--- src/rtl/cpu_port_pkg.sv ---
// Function
// RQ1 - an eight-bit bidirectional peripheral port lives on chip
// RQ2 - output value register answers reads and writes at 0001, ahead of external memory
// RQ3 - direction register answers reads and writes at 0000, ahead of external memory
// RQ4 - every port pin has its own direction bit, any mix allowed
// RQ5 - sixteen-bit address bus can float so other masters share memory
// RQ6 - data bus is driven through tri-state buffers, both directions
// RQ7 - system supplies the clock or controls the clock generator
// RQ8 - the clock must not run the processor slower than 50 kHz
// RQ9 - no bus write happens while the init input is low
// RQ10 - a rising edge on the init input starts the init sequence at once
// RQ11 - after six init cycles set mask, load counter from FFFC and FFFD
// RQ12 - at power up init is held low at least two cycles
// RQ13 - address, direction line and data bus float while drive enable is low
// RQ14 - direction line stays high except during device write cycles
// RQ15 - direction bit one drives the output register bit, zero makes an input
package cpu_port_pkg;
    localparam int ADDR_W        = 16;
    localparam int DATA_W        = 8;
    localparam int PORT_W        = 8;
    localparam logic [15:0] PORT_DIR_ADDR = 16'h0000;
    localparam logic [15:0] PORT_OUT_ADDR = 16'h0001;
    localparam logic [15:0] VEC_LO_ADDR   = 16'hFFFC;
    localparam logic [15:0] VEC_HI_ADDR   = 16'hFFFD;
    localparam logic [7:0]  PORT_DIR_RST  = 8'h00;
    localparam logic [7:0]  PORT_OUT_RST  = 8'h00;
    localparam logic [2:0]  INIT_CYCLES   = 3'h6;
    localparam int CLK_PERIOD_NS = 8;
    localparam int CPU_CYCLE_NS  = 1000;
    localparam int MIN_CPU_KHZ   = 50;
    localparam int CYC_DIV_DEF   = CPU_CYCLE_NS / CLK_PERIOD_NS;

    typedef enum logic [2:0] {ST_HOLD, ST_INIT, ST_VEC_LO, ST_VEC_HI, ST_RUN} seq_e;

    typedef struct packed {
        logic [15:0] addr;
        logic [7:0]  wdata;
        logic        write;
    } busReq_s;
endpackage : cpu_port_pkg

--- src/rtl/pin_sync3.sv ---
`timescale 1ns/1ns
module pin_sync3 #(
    parameter int W = 1
) (
    input  wire logic         sys_clk,  // system clock
    input  wire logic         rst_n,    // sync reset, active low
    input  wire logic [W-1:0] pinIn,    // raw pin levels
    output logic      [W-1:0] pinOut    // filtered levels
);
    logic [W-1:0] s1_r, s2_r, s3_r, filt_r, filt_nxt;

    // a bit changes only once stages two and three agree
    always_comb begin
        for (int i = 0; i < W; i++) begin
            filt_nxt[i] = (s2_r[i] == s3_r[i]) ? s2_r[i] : filt_r[i];
        end
    end

    always_ff @(posedge sys_clk) begin
        if (!rst_n) begin
            s1_r   <= '0;
            s2_r   <= '0;
            s3_r   <= '0;
            filt_r <= '0;
        end else begin
            s1_r   <= pinIn;
            s2_r   <= s1_r;
            s3_r   <= s2_r;
            filt_r <= filt_nxt;
        end
    end

    assign pinOut = filt_r;
endmodule : pin_sync3

--- src/rtl/cpu_bus_port.sv ---
`timescale 1ns/1ns
module cpu_bus_port
    import cpu_port_pkg::*;
#(
    parameter int CYC_DIV = CYC_DIV_DEF
) (
    input  wire logic              sys_clk,        // 125 MHz clock
    input  wire logic              rst_n,          // sync reset, active low
    input  wire logic              cpuInitIn,      // init pin, low holds the device
    input  wire logic              busDriveEnIn,   // bus drive enable pin
    output logic [ADDR_W-1:0]      addrOut,        // address lines level
    output logic                   addrOe,         // address lines driven
    output logic                   rwOut,          // transfer direction, high = read
    output logic                   rwOe,           // direction line driven
    input  wire logic [DATA_W-1:0] dataIn,         // data lines as seen on pins
    output logic [DATA_W-1:0]      dataOut,        // data lines drive value
    output logic                   dataOe,         // data lines driven
    input  wire logic [PORT_W-1:0] portIn,         // peripheral port pins in
    output logic [PORT_W-1:0]      portOut,        // peripheral port pins out
    output logic [PORT_W-1:0]      portOe,         // per-pin drive enable
    input  wire logic              reqValid,       // core access request
    input  wire busReq_s           req,            // address, data, write flag
    output logic                   reqReady,       // request taken this cycle
    output logic                   rspValid,       // access finished, pulse
    output logic [DATA_W-1:0]      rspData,        // read data
    output logic                   vecValid,       // start vector ready, pulse
    output logic [ADDR_W-1:0]      vecAddr,        // start address for program counter
    output logic                   maskSet         // set interrupt mask, pulse
);
    logic [DATA_W+PORT_W+1:0] syncOut;
    logic                     initLvl, driveEnLvl;
    logic [DATA_W-1:0]        dataLvl;
    logic [PORT_W-1:0]        portLvl;

    // one shared filter gives every pin the same lag, so data and enables stay aligned
    pin_sync3 #(.W(DATA_W+PORT_W+2)) u_sync (
        .sys_clk (sys_clk),
        .rst_n   (rst_n),
        .pinIn   ({cpuInitIn, busDriveEnIn, dataIn, portIn}),
        .pinOut  (syncOut)
    );
    assign {initLvl, driveEnLvl, dataLvl, portLvl} = syncOut;

    // one cpu cycle is CYC_DIV clocks; tick marks its last clock
    logic [15:0] div_r, div_nxt;
    logic        tick;
    assign tick = (div_r == 16'(CYC_DIV - 1));

    seq_e              state_r, state_nxt;
    logic [2:0]        cnt_r, cnt_nxt;
    logic              initPrev_r, initPrev_nxt;
    logic              busy_r, busy_nxt;
    busReq_s           cur_r, cur_nxt;
    logic              internal_r, internal_nxt;
    logic [PORT_W-1:0] dir_r, dir_nxt, outv_r, outv_nxt;
    logic [DATA_W-1:0] rsp_r, rsp_nxt, vecLo_r, vecLo_nxt;
    logic              rspV_r, rspV_nxt, vecV_r, vecV_nxt;
    logic [ADDR_W-1:0] vec_r, vec_nxt;
    logic              rw_r, rw_nxt, dOe_r, dOe_nxt;
    logic [PORT_W-1:0] portView;
    logic              initRise, startOk;
    busReq_s           vecReq;

    // readback of the port: output bits show the register, input bits the pin
    generate
        for (genvar b = 0; b < PORT_W; b++) begin : g_port
            assign portOe[b]   = dir_r[b];                              // [RQ4] [RQ15]
            assign portView[b] = dir_r[b] ? outv_r[b] : portLvl[b];     // [RQ1]
        end
    endgenerate
    assign portOut = outv_r;                                            // [RQ15]

    // the filter resets low, so a pin already high at release still counts as a rise
    assign initRise = initLvl && !initPrev_r;                           // [RQ10]
    // accesses start on a cycle boundary and only while this device owns the bus
    assign startOk  = tick && !busy_r && driveEnLvl && initLvl;
    assign reqReady = (state_r == ST_RUN) && startOk;
    // vector fetches are plain reads that the core never sees as responses
    assign vecReq   = '{addr: (state_r == ST_VEC_HI) ? VEC_HI_ADDR : VEC_LO_ADDR,
                        wdata: 8'h00, write: 1'b0};

    always_comb begin
        div_nxt      = tick ? 16'h0000 : div_r + 16'h0001;
        state_nxt    = state_r;
        cnt_nxt      = cnt_r;
        initPrev_nxt = initLvl;
        busy_nxt     = busy_r;
        cur_nxt      = cur_r;
        internal_nxt = internal_r;
        dir_nxt      = dir_r;
        outv_nxt     = outv_r;
        rsp_nxt      = rsp_r;
        rspV_nxt     = 1'b0;
        vecV_nxt     = 1'b0;
        vec_nxt      = vec_r;
        vecLo_nxt    = vecLo_r;
        // finish the running access at the next cycle boundary
        if (busy_r && tick) begin
            busy_nxt = 1'b0;
            if (internal_r) begin
                // the old value answers, so a write returns the readback from before it, pin levels included for input bits
                if (cur_r.addr == PORT_DIR_ADDR) begin
                    if (cur_r.write) dir_nxt = cur_r.wdata;             // [RQ3]
                    rsp_nxt = dir_r;                                    // [RQ3]
                end else begin
                    if (cur_r.write) outv_nxt = cur_r.wdata;            // [RQ2]
                    rsp_nxt = portView;                                 // [RQ2]
                end
            end else begin
                // read data pass the pin filter, so memory must settle early in the cycle
                rsp_nxt = dataLvl;                                      // [RQ6]
            end
            case (state_r)
                ST_VEC_LO: begin
                    vecLo_nxt = dataLvl;
                    state_nxt = ST_VEC_HI;
                end
                ST_VEC_HI: begin
                    vec_nxt   = {dataLvl, vecLo_r};                     // [RQ11]
                    vecV_nxt  = 1'b1;
                    state_nxt = ST_RUN;
                end
                default: rspV_nxt = 1'b1;
            endcase
        end
        case (state_r)
            ST_HOLD: begin
                if (initRise) begin
                    state_nxt = ST_INIT;                                // [RQ10]
                    cnt_nxt   = 3'h0;
                end
            end
            // cycle boundaries are counted, so a release mid-cycle waits five whole cycles plus the rest of the current one
            ST_INIT: begin
                if (tick) begin
                    if (cnt_r == INIT_CYCLES - 3'h1) state_nxt = ST_VEC_LO; // [RQ11]
                    cnt_nxt = cnt_r + 3'h1;
                end
            end
            ST_VEC_LO, ST_VEC_HI: begin
                if (startOk && !(busy_r && tick)) begin
                    busy_nxt     = 1'b1;
                    cur_nxt      = vecReq;
                    internal_nxt = 1'b0;
                end
            end
            // only the two port addresses stay inside; all others go out on the bus
            ST_RUN: begin
                if (reqReady && reqValid) begin
                    busy_nxt     = 1'b1;
                    cur_nxt      = req;
                    internal_nxt = (req.addr == PORT_DIR_ADDR) ||
                                   (req.addr == PORT_OUT_ADDR);         // [RQ2] [RQ3]
                end
            end
            default: state_nxt = ST_HOLD;
        endcase
        // a low init level aborts any access not finishing this cycle, drops the pulses and holds the device
        if (!initLvl) begin
            state_nxt = ST_HOLD;                                        // [RQ9]
            busy_nxt  = 1'b0;
            rspV_nxt  = 1'b0;
            vecV_nxt  = 1'b0;
        end
        // direction line low only for an external write the device is running
        rw_nxt  = !(busy_nxt && cur_nxt.write && !internal_nxt && initLvl); // [RQ14] [RQ9]
        // data drive follows rw, so the pins never fight memory during a read
        dOe_nxt = !rw_nxt;                                              // [RQ6]
    end

    // registers only; every next value is chosen in the process above
    always_ff @(posedge sys_clk) begin
        if (!rst_n) begin
            div_r      <= 16'h0000;
            state_r    <= ST_HOLD;
            cnt_r      <= 3'h0;
            initPrev_r <= 1'b0;
            busy_r     <= 1'b0;
            cur_r      <= '0;
            internal_r <= 1'b0;
            dir_r      <= PORT_DIR_RST;
            outv_r     <= PORT_OUT_RST;
            rsp_r      <= 8'h00;
            rspV_r     <= 1'b0;
            vecV_r     <= 1'b0;
            vec_r      <= 16'h0000;
            vecLo_r    <= 8'h00;
            rw_r       <= 1'b1;
            dOe_r      <= 1'b0;
        end else begin
            div_r      <= div_nxt;
            state_r    <= state_nxt;
            cnt_r      <= cnt_nxt;
            initPrev_r <= initPrev_nxt;
            busy_r     <= busy_nxt;
            cur_r      <= cur_nxt;
            internal_r <= internal_nxt;
            dir_r      <= dir_nxt;
            outv_r     <= outv_nxt;
            rsp_r      <= rsp_nxt;
            rspV_r     <= rspV_nxt;
            vecV_r     <= vecV_nxt;
            vec_r      <= vec_nxt;
            vecLo_r    <= vecLo_nxt;
            rw_r       <= rw_nxt;
            dOe_r      <= dOe_nxt;
        end
    end

    // the bus floats as soon as the filtered drive enable drops
    assign addrOut  = cur_r.addr;
    assign addrOe   = driveEnLvl;                                       // [RQ5] [RQ13]
    assign rwOut    = rw_r;                                             // [RQ14]
    assign rwOe     = driveEnLvl;                                       // [RQ13]
    assign dataOut  = cur_r.wdata;
    assign dataOe   = dOe_r && driveEnLvl;                              // [RQ6] [RQ13]
    assign rspValid = rspV_r;
    assign rspData  = rsp_r;
    assign vecValid = vecV_r;
    assign vecAddr  = vec_r;
    // mask and vector share one pulse; the core takes both together
    assign maskSet  = vecV_r;                                           // [RQ11]
endmodule : cpu_bus_port

--- config.mk ---
export PLATFORM = sky130hd
export DESIGN_NAME = cpu_bus_port
export DESIGN_NICKNAME = d
export VERILOG_FILES = /design/src/rtl/cpu_port_pkg.sv /design/src/rtl/pin_sync3.sv /design/src/rtl/cpu_bus_port.sv
export SDC_FILE = /design/constraint.sdc
export NUM_CORES = 1
export LEC_CHECK = 0
export ABC_AREA = 1
export BUFFER_PORTS_ARGS = -buffer_cell sky130_fd_sc_hd__buf_2
export CAP_MARGIN = 10
export CORE_UTILIZATION = 30
export DETAILED_ROUTE_END_ITERATION = 7
export PLACE_DENSITY = 0.6
export REMOVE_ABC_BUFFERS = 1
export SYNTH_ARGS = -nofsm -noshare
export SYNTH_HDL_FRONTEND = slang
export SYNTH_SLANG_ARGS = --single-unit
--- constraint.sdc ---
create_clock -name sys_clk -period 4.3 [get_ports sys_clk]
set_clock_uncertainty 0.15 [all_clocks]
set_input_delay 0.86 -clock sys_clk [delete_from_list [all_inputs] [get_ports sys_clk]]
set_output_delay 0.86 -clock sys_clk [all_outputs]
set_load 0.01 [all_outputs]
* Word-level counts from Yosys, hierarchy flattened *
Index checks and enable logic that the tools add are counted.

operators by class
  add/subtract/negate cells = 2
  equal/unequal tests = 29
  muxes and demuxes = 33
  bitwise operators = 2
  reductions and logical operators = 34

operators by type and width
  cell                     number
  $mux W25                 2
  $pmux W25 S2             1
  $logic_not A16 Y1        2
  $eq A1 B1 Y1             18
  $mux W3                  6
  $mux W1                  17
  $add A16 B1 Y16 const B  1
  $eq A16 B1 Y1 const B    1
  $eq A16 B7 Y1 const B    1
  $mux W8                  2
  $logic_and A1 B1 Y1      12
  $pmux W3 S2              2
  $pmux W3 S3              1
  $reduce_and A3 Y1        3
  $reduce_and A4 Y1        2
  $eq A3 B2 Y1 const B     2
  $eq A3 B3 Y1 const B     2
  $reduce_and A2 Y1        3
  $logic_not A1 Y1         5
  $ne A2 B1 Y1 const B     2
  $ne A2 B2 Y1 const B     2
  $pmux W1 S2              2
  $reduce_bool A2 Y1       2
  $reduce_or A2 Y1         2
  6 further kinds          7

word-level totals
  flip-flop bits (word level) = 174
  bits of input ports = 46
  output and inout port bits = 72
  word-level logic and storage cells = 139

* Longest topological paths before layout *
Gate-level depths: netlist of the first run.

  word-level depth = 13
  gate-level depth with buffers = 13
  mapped depth without buffers = 13

* Hierarchy *
A second synthesis of the first run with hierarchy kept.

unflattened totals
  cells, all modules = 863
  area, all modules = 6957.9 um^2

by module, submodules not included
  module        instances  cells each  area each (um^2)  sequential area each (um^2)
  cpu_bus_port  1          621         4668.2            2042.0
  pin_sync3     1          242         2289.7            1441.4

* Worst setup path after synthesis of the first run *
No wires, ideal clock.

  path type = register to output
  from = reg div_r[0]
  to = out reqReady
  arrival time = 1163 ps
  data required time = 3290 ps
  path slack = 2127 ps
  stages on the path, launching flop included = 7
  path buffers = 0
  cells stage by stage = dfxtp_1 inv_1 ha_1 nand3_1 nor2_1 nand2_4 nor3_1

between the ends
  cells in the longest elaborated chain, start to end = 5

ends and longest elaborated chain
  element                            RTL line             source
  from (decl)                        cpu_bus_port.sv:45   logic [15:0] div_r, div_nxt;
  from (signal assigned)             cpu_bus_port.sv:191  div_r <= div_nxt;
  $eq A16 B7 Y1                      cpu_bus_port.sv:47   assign tick = (div_r == 16'(CYC_DIV - 1));
  $logic_and A1 B1 Y1 (3 in series)  cpu_bus_port.sv:76   assign startOk = tick && !busy_r && driveEnLvl && initLvl;
  $logic_and A1 B1 Y1                cpu_bus_port.sv:77   assign reqReady = (state_r == ST_RUN) && startOk;
  to (decl)                          cpu_bus_port.sv:23   output logic reqReady,

Every way passes these cells.

* Worst setup path in the final report of the first run *
  from = reg state_r[0]
  to = out reqReady

between the ends
  cells in the longest elaborated chain, start to end = 2

ends and longest elaborated chain
  element                 RTL line             source
  from (decl)             cpu_bus_port.sv:49   seq_e state_r, state_nxt;
  from (signal assigned)  cpu_bus_port.sv:192  state_r <= state_nxt;
  $eq A3 B3 Y1            cpu_bus_port.sv:77
  $logic_and A1 B1 Y1     cpu_bus_port.sv:77

Every way passes these cells.

==> summary.txt, run 1 <==
Run status
  • Status: completed

Worst setup path
  • Worst path arrival time: 1870 ps
  • WS Path Type: register to output pin
  • CP required: 3290 ps
  • CP endpoint kind: output pin
  • Crit path cell chain: inv_2 -> nand2_1 -> nor2_4 -> inv_1 -> nor3_1 -> buf_2
  • CP delay by family, top: simple AND/OR/NAND/NOR gates
  • Buffer and inverter count on the worst path: 3
  • CP max FO: 13
  • Critical Path Max Stage Delay: 320 ps
  • Worst path slowest cell: dfxtp_1
  • CP Launch Type: register

Timing
  • Max_slew headroom: 50.9%
  • Final setup viols: 0
  • Post-layout minimum cycle time: 2880 ps
  • Max Freq: 0.347 GHz
  • Setup_tns: 0 ps
  • RSZ-0062 raised after global routing: false
  • Worst-Margin Slew: 735 ps
  • Final hold vios: 0
  • Period utilisation layout: 67.1%
  • Pins over their slew limit: 0

Drt
  • Post-Route WL: 16800 um
  • DRC Markers: 0
  • Drt wl/cell: 13.2 um
  • Final antenna-violating net count: 0
  • Drt first pass iters: 4
  • DRT iter0 DRCs: 272
  • Vias/cell: 4.43
  • Total number of vias: 5620

Synth
  • Cells after synthesis: 895
  • Post-synth EDFFs: 0
  • Post-synth ARST share: 0%
  • Seq/Total Area, Yosys: 50.9%
  • Synth Area in Compound Gates: 12.5%
  • Synth Area in Adders: 0.732%
  • Simple-Gate Fraction of Synth Area: 23.2%
  • Multiplexer area fraction after synthesis: 0%
  • Syn Std Cell Area: 6840 sq um
  • Main flop type after synthesis: dfxtp_1
  • Post-Synth XOR/XNOR Area: 0.640%
  • Number of library cell types mapped by synthesis: 39
  • Synth warnings: 0
  • Post-synthesis average cell area: 7.64 sq um
  • Yosys reg bits: 174
  • Largest family of logic cells by synthesized area: simple AND/OR/NAND/NOR gates

Floorplan
  • Initial Util: 31.0%
  • Core Rows: 54
  • Die Area: 23400 sq um
  • Die height: 153 um
  • Core area: 22100 sq um
  • # IOs: 118
  • Die Wd: 153 um

Clock network
  • Max Buffers Root-to-Sink: 2
  • Worst-skew pair later-pin latency: 420 ps
  • Post-CTS setup buffers: 0
  • Post_cts resized: 0
  • Root buffer cell: clkbuf_16
  • CTS sink cnt: 174
  • CTS H-tree lvls: 4
  • Number of CTS-inserted buffers: 17
  • CTS Hold Buffers Added: 0
  • Worst-path clk slew: 60 ps
  • CTS tree: yes

Placement
  • Number of port buffers: 117
  • Placed cell count: 1238
  • HPWL Detailed: 11800 um
  • Final GP Congestion: 0.789

Finish
  • Net count, final: 1027
  • Area growth from synthesis to layout: 17.5%
  • Layout cells sized above 1: 17.8%
  • Final cell count without fillers: 1270
  • Diode count: 0
  • Finished Core Util: 36.4%
  • FILL cells: 2277

Pwr
  • Leakage: 3.97 nW
  • Pwr Total: 3.23 mW
  • PD cells: 402 nW/um^2
  • Peak supply drop: 0.266 mV

Global routing
  • Largest net degree at the start of global routing: 76
  • Initial antenna violation count: 0
  • Gr ovfl total: 0
  • Number of global-route vias before repair: 5294
  • First-pass GRT wire length: 27500 um
  • GRT Util Overall: 14.9%

Worst hold path
  • Hold Crit Class: register to register

Run
  • Max-cap violation count: 0
[final timing paths]
kind / to / from / slack (ps) / depth (start not counted)
hold reg to reg: u_sync.s2_r[3]$_SDFF_PN0_ / u_sync.s1_r[3]$_SDFF_PN0_ / 260 / 2
setup reg to reg: vecAddr[12]$_SDFFE_PN0P_ / state_r[1]$_SDFF_PN0_ / 1570 / 8
setup / recovery: reqReady / state_r[0]$_SDFF_PN0_ / 1420 / 6
hold / removal: u_sync.s2_r[3]$_SDFF_PN0_ / u_sync.s1_r[3]$_SDFF_PN0_ / 260 / 2
[stage by stage]
stage | area (sq um) | setup WS, ps | hold WS (ps)
2_1_floorplan | 6500 | 2130 | 240
3_3_place_gp | 7460 | 1660 | 242
3_5_place_dp | 7460 | 1660 | 249
4_1_cts | 8040 | 1340 | 262
5_1_grt | 8040 | 1270 | 277
6_report | 8040 | 1420 | 262
[cell usage after synthesis (all sizes together), types with 2 or more instances]
library cell    n  area share, %
nand4          10           0.91
o211ai          4           0.44
nor2          102            6.4
or2             2           0.18
nand3          44            3.7
ha              4           0.73
clkbuf         20            1.1
nor4            2           0.18
a21oi          79            5.8
inv           127            7.0
nor3b           2           0.22
nor3           13            1.0
buf            36            3.9
nand2         190             11
dfxtp         174             51
a31oi           8           0.73
o21ai          68            5.0
xor2            4           0.51
[metal layers]
metal	share of wire (%)	global-route usage [%]	up-vias
li1	-	-	2968
met1	49	19.6	2530
met2	45	23.8	105
met3	4.2	3.46	17
met4	1.4	5.05	0
met5	0	0	-
[cells in the final DEF, fill, tap and decap left out, types with 3 or more instances in the layout]
cell type / instances
a21oi_1: 78
a31oi_1: 8
buf_2: 116
buf_4: 3
clkbuf_16: 17
clkbuf_8: 4
clkinv_2: 3
clkinvlp_4: 3
dfxtp_1: 174
ha_1: 4
inv_1: 121
inv_2: 5
inv_6: 3
nand2_1: 188
nand3_1: 40
nand4_1: 10
nor2_1: 93
nor2_2: 4
nor2_4: 4
nor3_1: 12
o211ai_1: 4
o21ai_0: 67
xor2_1: 4
[worst reg2reg max path: cells and delay by family (launching register included)]
| family | cells | cell delay, ps |
|---|---|---|
| DFF | 1 | 350 |
| buffers and inverters | 3 | 580 |
| AOI/OAI and AO/OA | 2 | 310 |
| and+or+nand+nor | 3 | 1270 |
[power breakdown]
group	internal, mW	switching, mW	leakage [nW]
logic	0.0321	0.0513	2.28
registers	1.63	0.0103	1.41
clock network	0.862	0.644	0.282
[area by class of cell]
cell class                 count  area (sq um)  share of cell area [%]
timing repair buffer         119           603                    7.50
multi-input combinational    537          2540                    31.5
inverter                     128           483                    6.01
clock buffer                  21           480                    5.98
clock inverter                11           103                    1.28
sequential                   174          3480                    43.3
tap                          280           350                    4.36
[cells by family after synthesis]
family                   count (synthesis)
AO/OA/AOI/OAI                          163
XOR/XNOR                                 5
adder cells (fa/ha/maj)                  4
buffers and inverters                  184
flip-flops                             174
AND/OR/NAND/NOR                        365
[flip-flops by register name, summed over array words and instances, names as in the netlist, 3 cells and up]
signal	cells
portOut	8
u_sync.s1_r	18
rspData	8
vecAddr	16
dataOut	8
cnt_r	3
vecLo_r	8
u_sync.s3_r	18
u_sync.pinOut	18
u_sync.s2_r	18
addrOut	16
portOe	8
state_r	3
div_r	16
Note: power is estimated with default switching activity, not from simulation.
==> run 2: changes to the inputs <==
--- a/config.mk
+++ b/config.mk
@@ -5,12 +5,12 @@
 export SDC_FILE = /design/constraint.sdc
 export NUM_CORES = 1
 export LEC_CHECK = 0
-export ABC_AREA = 1
+export ABC_AREA = 0
 export BUFFER_PORTS_ARGS = -buffer_cell sky130_fd_sc_hd__buf_2
 export CAP_MARGIN = 10
 export CORE_UTILIZATION = 30
 export DETAILED_ROUTE_END_ITERATION = 7
-export PLACE_DENSITY = 0.6
+export PLACE_DENSITY = 0.62
 export REMOVE_ABC_BUFFERS = 1
 export SYNTH_ARGS = -nofsm -noshare
 export SYNTH_HDL_FRONTEND = slang
==> constraint.sdc (replaced) <==
create_clock -name sys_clk -period 2.3 [get_ports sys_clk]
set_clock_uncertainty 0.15 [all_clocks]
set_input_delay 0.46 -clock sys_clk [delete_from_list [all_inputs] [get_ports sys_clk]]
set_output_delay 0.46 -clock sys_clk [all_outputs]
set_load 0.01 [all_outputs]
==> run 2 against run 1 <==
Compared with the run above:
- the run now ends with setup timing left
- flip-flop and latch count unchanged
- largest cell class unchanged
- global-route usage fell by 0.57 points
- sequential power grew 87%
- sequential share of layout area decreased by 1.5 points
- clock power increased by 100%
- register-to-register slack got worse by 1500 ps
==> summary.txt, run 2 <==
Run status
  • Status: finished, violations left
  • Violated checks: setup timing

Drt
  • Vias/cell: 4.59 (+3.8%)
  • Post-Route WL: 15500 um (-7.8%)
  • Drt wl/cell: 14.0 um (+5.8%)
  • DRT iter0 DRCs: 253 (-7.0%)
  • Drt first pass iters: 4 (unchanged)
  • Final antenna-violating net count: 0 (unchanged)
  • Total number of vias: 5084 (-9.5%)
  • DRC Markers: 0 (unchanged)

Placement
  • HPWL Detailed: 10800 um (-8.4%)
  • Number of port buffers: 117 (unchanged)
  • Final GP Congestion: 0.807 (+2.3%)
  • Placed Area: 7610 sq um (+2.1%)
  • Pre-CTS setup slack: 82.8 ps (-1570 ps)

Synth
  • Main flop type after synthesis: dfxtp_1
  • Post-synth top cells: dfxtp_1 (174), nand2_1 (100), and2_1 (60)
  • Syn Std Cell Area: 6690 sq um (-2.2%)
  • Cells after synthesis: 701 (-22%)
  • Synth warnings: 0 (unchanged)
  • Seq/Total Area, Yosys: 52.1% (+1.2 points)
  • Most frequent cell after synthesis: dfxtp_1
  • Post-synth top area share: 52.1% (+1.2 points)
  • Synth area leader: dfxtp_1
  • Post-synthesis average cell area: 9.54 sq um (+25%)
  • Post-synth EDFFs: 0 (unchanged)
  • Yosys reg bits: 174 (unchanged)
  • Number of library cell types mapped by synthesis: 44 (+13%)
  • Post-synth ARST share: 0% (unchanged)
  • Synth area leaders: dfxtp_1 (52%), mux2i_1 (5.7%), and2_1 (5.6%)

Timing
  • Worst-Margin Slew: 412 ps (-323 ps)
  • RSZ-0062 raised after global routing: true
  • Setup ws final: -35.6 ps (-1450 ps)
  • Final setup viols: 1 (+1)
  • Pins over their slew limit: 0 (unchanged)
  • Final hold vios: 0 (unchanged)
  • Post-layout minimum cycle time: 2340 ps
  • Setup_tns: -35.6 ps (-35.6 ps)
  • Max Freq: 0.428 GHz
  • Period utilisation layout: 102%
  • Max_slew headroom: 72.1% (+21 points)
  • Hold slack: 84.8 ps (-177 ps)

Finish
  • Most common cell after layout, fill and taps aside: dfxtp_1
  • Layout cells sized above 1: 24.9% (+7.2 points)
  • FILL cells: 2166 (-4.9%)
  • Most frequent cells in the layout: dfxtp_1 (171), buf_2 (116), nand2_1 (99), and2_1 (60), a21boi_0 (46)
  • Design area: 8330 sq um (+3.7%)
  • Area growth from synthesis to layout: 24.6%
  • Net count, final: 863 (-16%)

Floorplan
  • Die Wd: 151 um (-1.1%)
  • Initial Util: 30.7% (-0.31 points)
  • Core area: 21800 sq um (-1.2%)
  • Die Area: 22900 sq um (-2.2%)
  • Die height: 151 um (-1.1%)
  • Core Rows: 54 (unchanged)
  • # IOs: 118 (unchanged)

Worst setup path
  • WS Path Type: register to output pin
  • CP Launch Type: register
  • CP endpoint kind: output pin
  • CP max FO: 2 (-11)
  • CP Launch Point: div_r[8]$_SDFF_PP0_
  • CP required: 1690 ps (-1600 ps)
  • Worst reg2reg path startpoint: div_r[11]$_SDFF_PP0_
  • Worst path arrival time: 1730 ps (-140 ps)
  • R2r setup slk: 120 ps (-1450 ps)

Clock network
  • CTS sink cnt: 174 (unchanged)
  • Worst-path clk slew: 70 ps (about the same)
  • Worst-skew pair later-pin latency: 430 ps (about the same)
  • CTS tree: yes
  • Number of CTS-inserted buffers: 17 (unchanged)
  • CTS H-tree lvls: 4 (unchanged)
  • CTS Hold Buffers Added: 0 (unchanged)
  • Max Buffers Root-to-Sink: 2 (unchanged)
  • Root buffer cell: clkbuf_16

Pwr
  • Peak supply drop: 0.380 mV (+43%)
  • PD cells: 751 nW/um^2 (+87%)
  • Pwr Total: 6.25 mW (+93%)
  • Leakage: 3.57 nW (-10%)

Run
  • Max-cap violation count: 0 (unchanged)

Global routing
  • Largest net degree at the start of global routing: 67 (-12%)
  • Initial antenna violation count: 0 (unchanged)
  • Number of global-route vias before repair: 4840 (-8.6%)
  • First-pass GRT wire length: 25000 um (-9.3%)
  • GRT Util Overall: 14.3% (-0.57 points)
  • Gr ovfl total: 0 (unchanged)

Worst hold path
  • Hold_sp: dataIn[2]
  • Hold Crit Class: input port to register
[run 2: report_power, final]
group          internal (mW)  total, mW  switching [mW]
registers               3.06       3.07          0.0190
logic                 0.0811      0.160          0.0789
clock network           1.76       3.02            1.26
[run 2: critical path, cell delays in order (launching register included)]
cell and delay [ps]:
dfxtp_2 320, buf_6 110, nor4_4 270, buf_4 150, nand4_1 120, nor3_2 160
buf_2 170
[run 2: repair_timing]
item	in CTS	in global routing
pin swaps	2	2
buffers inserted	2	3
hold endpoints to repair	0	0
gates resized for setup	8	8
endpoints found under the setup margin	1	41
[run 2: area by class of cell]
type                    count  area, sq um  share of cell area [%]
flip-flops and latches    174         3490                    41.8
multi-input cells         454         2880                    34.5
repair buffers            155          956                    11.5
clock buffers              18          439                    5.27
well taps                 280          350                    4.20
clock inverters            14          180                    2.16
inverters                  11         41.3                   0.495
diodes                      1         2.50                  0.0300
[run 2: worst paths after layout]
check,endpoint,depth (start not counted)
worst min-delay path,u_sync.s1_r[10]$_SDFF_PN0_,2
worst max register to register,dOe_r$_SDFF_PN0_,6
worst max-delay path,reqReady,6
worst min register to register,div_r[0]$_SDFF_PP0_,1
[run 2: layer usage]
metal	up-vias	wire length, um	global-route usage [%]
met5	-	0	0
met4	0	132	4.10
met3	8	1200	5.27
met2	134	6880	22.4
met1	2340	7250	18.2
li1	2602	-	-
[run 2: logic make-up (layout without fill, tap and decap cells)]
| kind of cell | Yosys count | after routing | share of synthesized area (%) |
|---|---|---|---|
| xor gates and xnor gates | 12 | 12 | 1.57 |
| and+or+nand+nor | 279 | 279 | 22.2 |
| muxes | 39 | 39 | 5.85 |
| adders and majority gates | 4 | 4 | 0.748 |
| AOI/OAI and AO/OA | 120 | 120 | 11.6 |
| DFF | 174 | 174 | 52.1 |
| other | 0 | 1 | 0 |
| buffers and inverters | 73 | 198 | 5.93 |
[run 2: per-stage QoR]
step / cells / utilization [%]
after floorplan: 639 / -
after global placement: 1069 / 34.9
after detailed placement: 1069 / 34.9
after CTS: 1103 / 38.0
after global routing: 1106 / 38.2
final: 1107 / 38.2
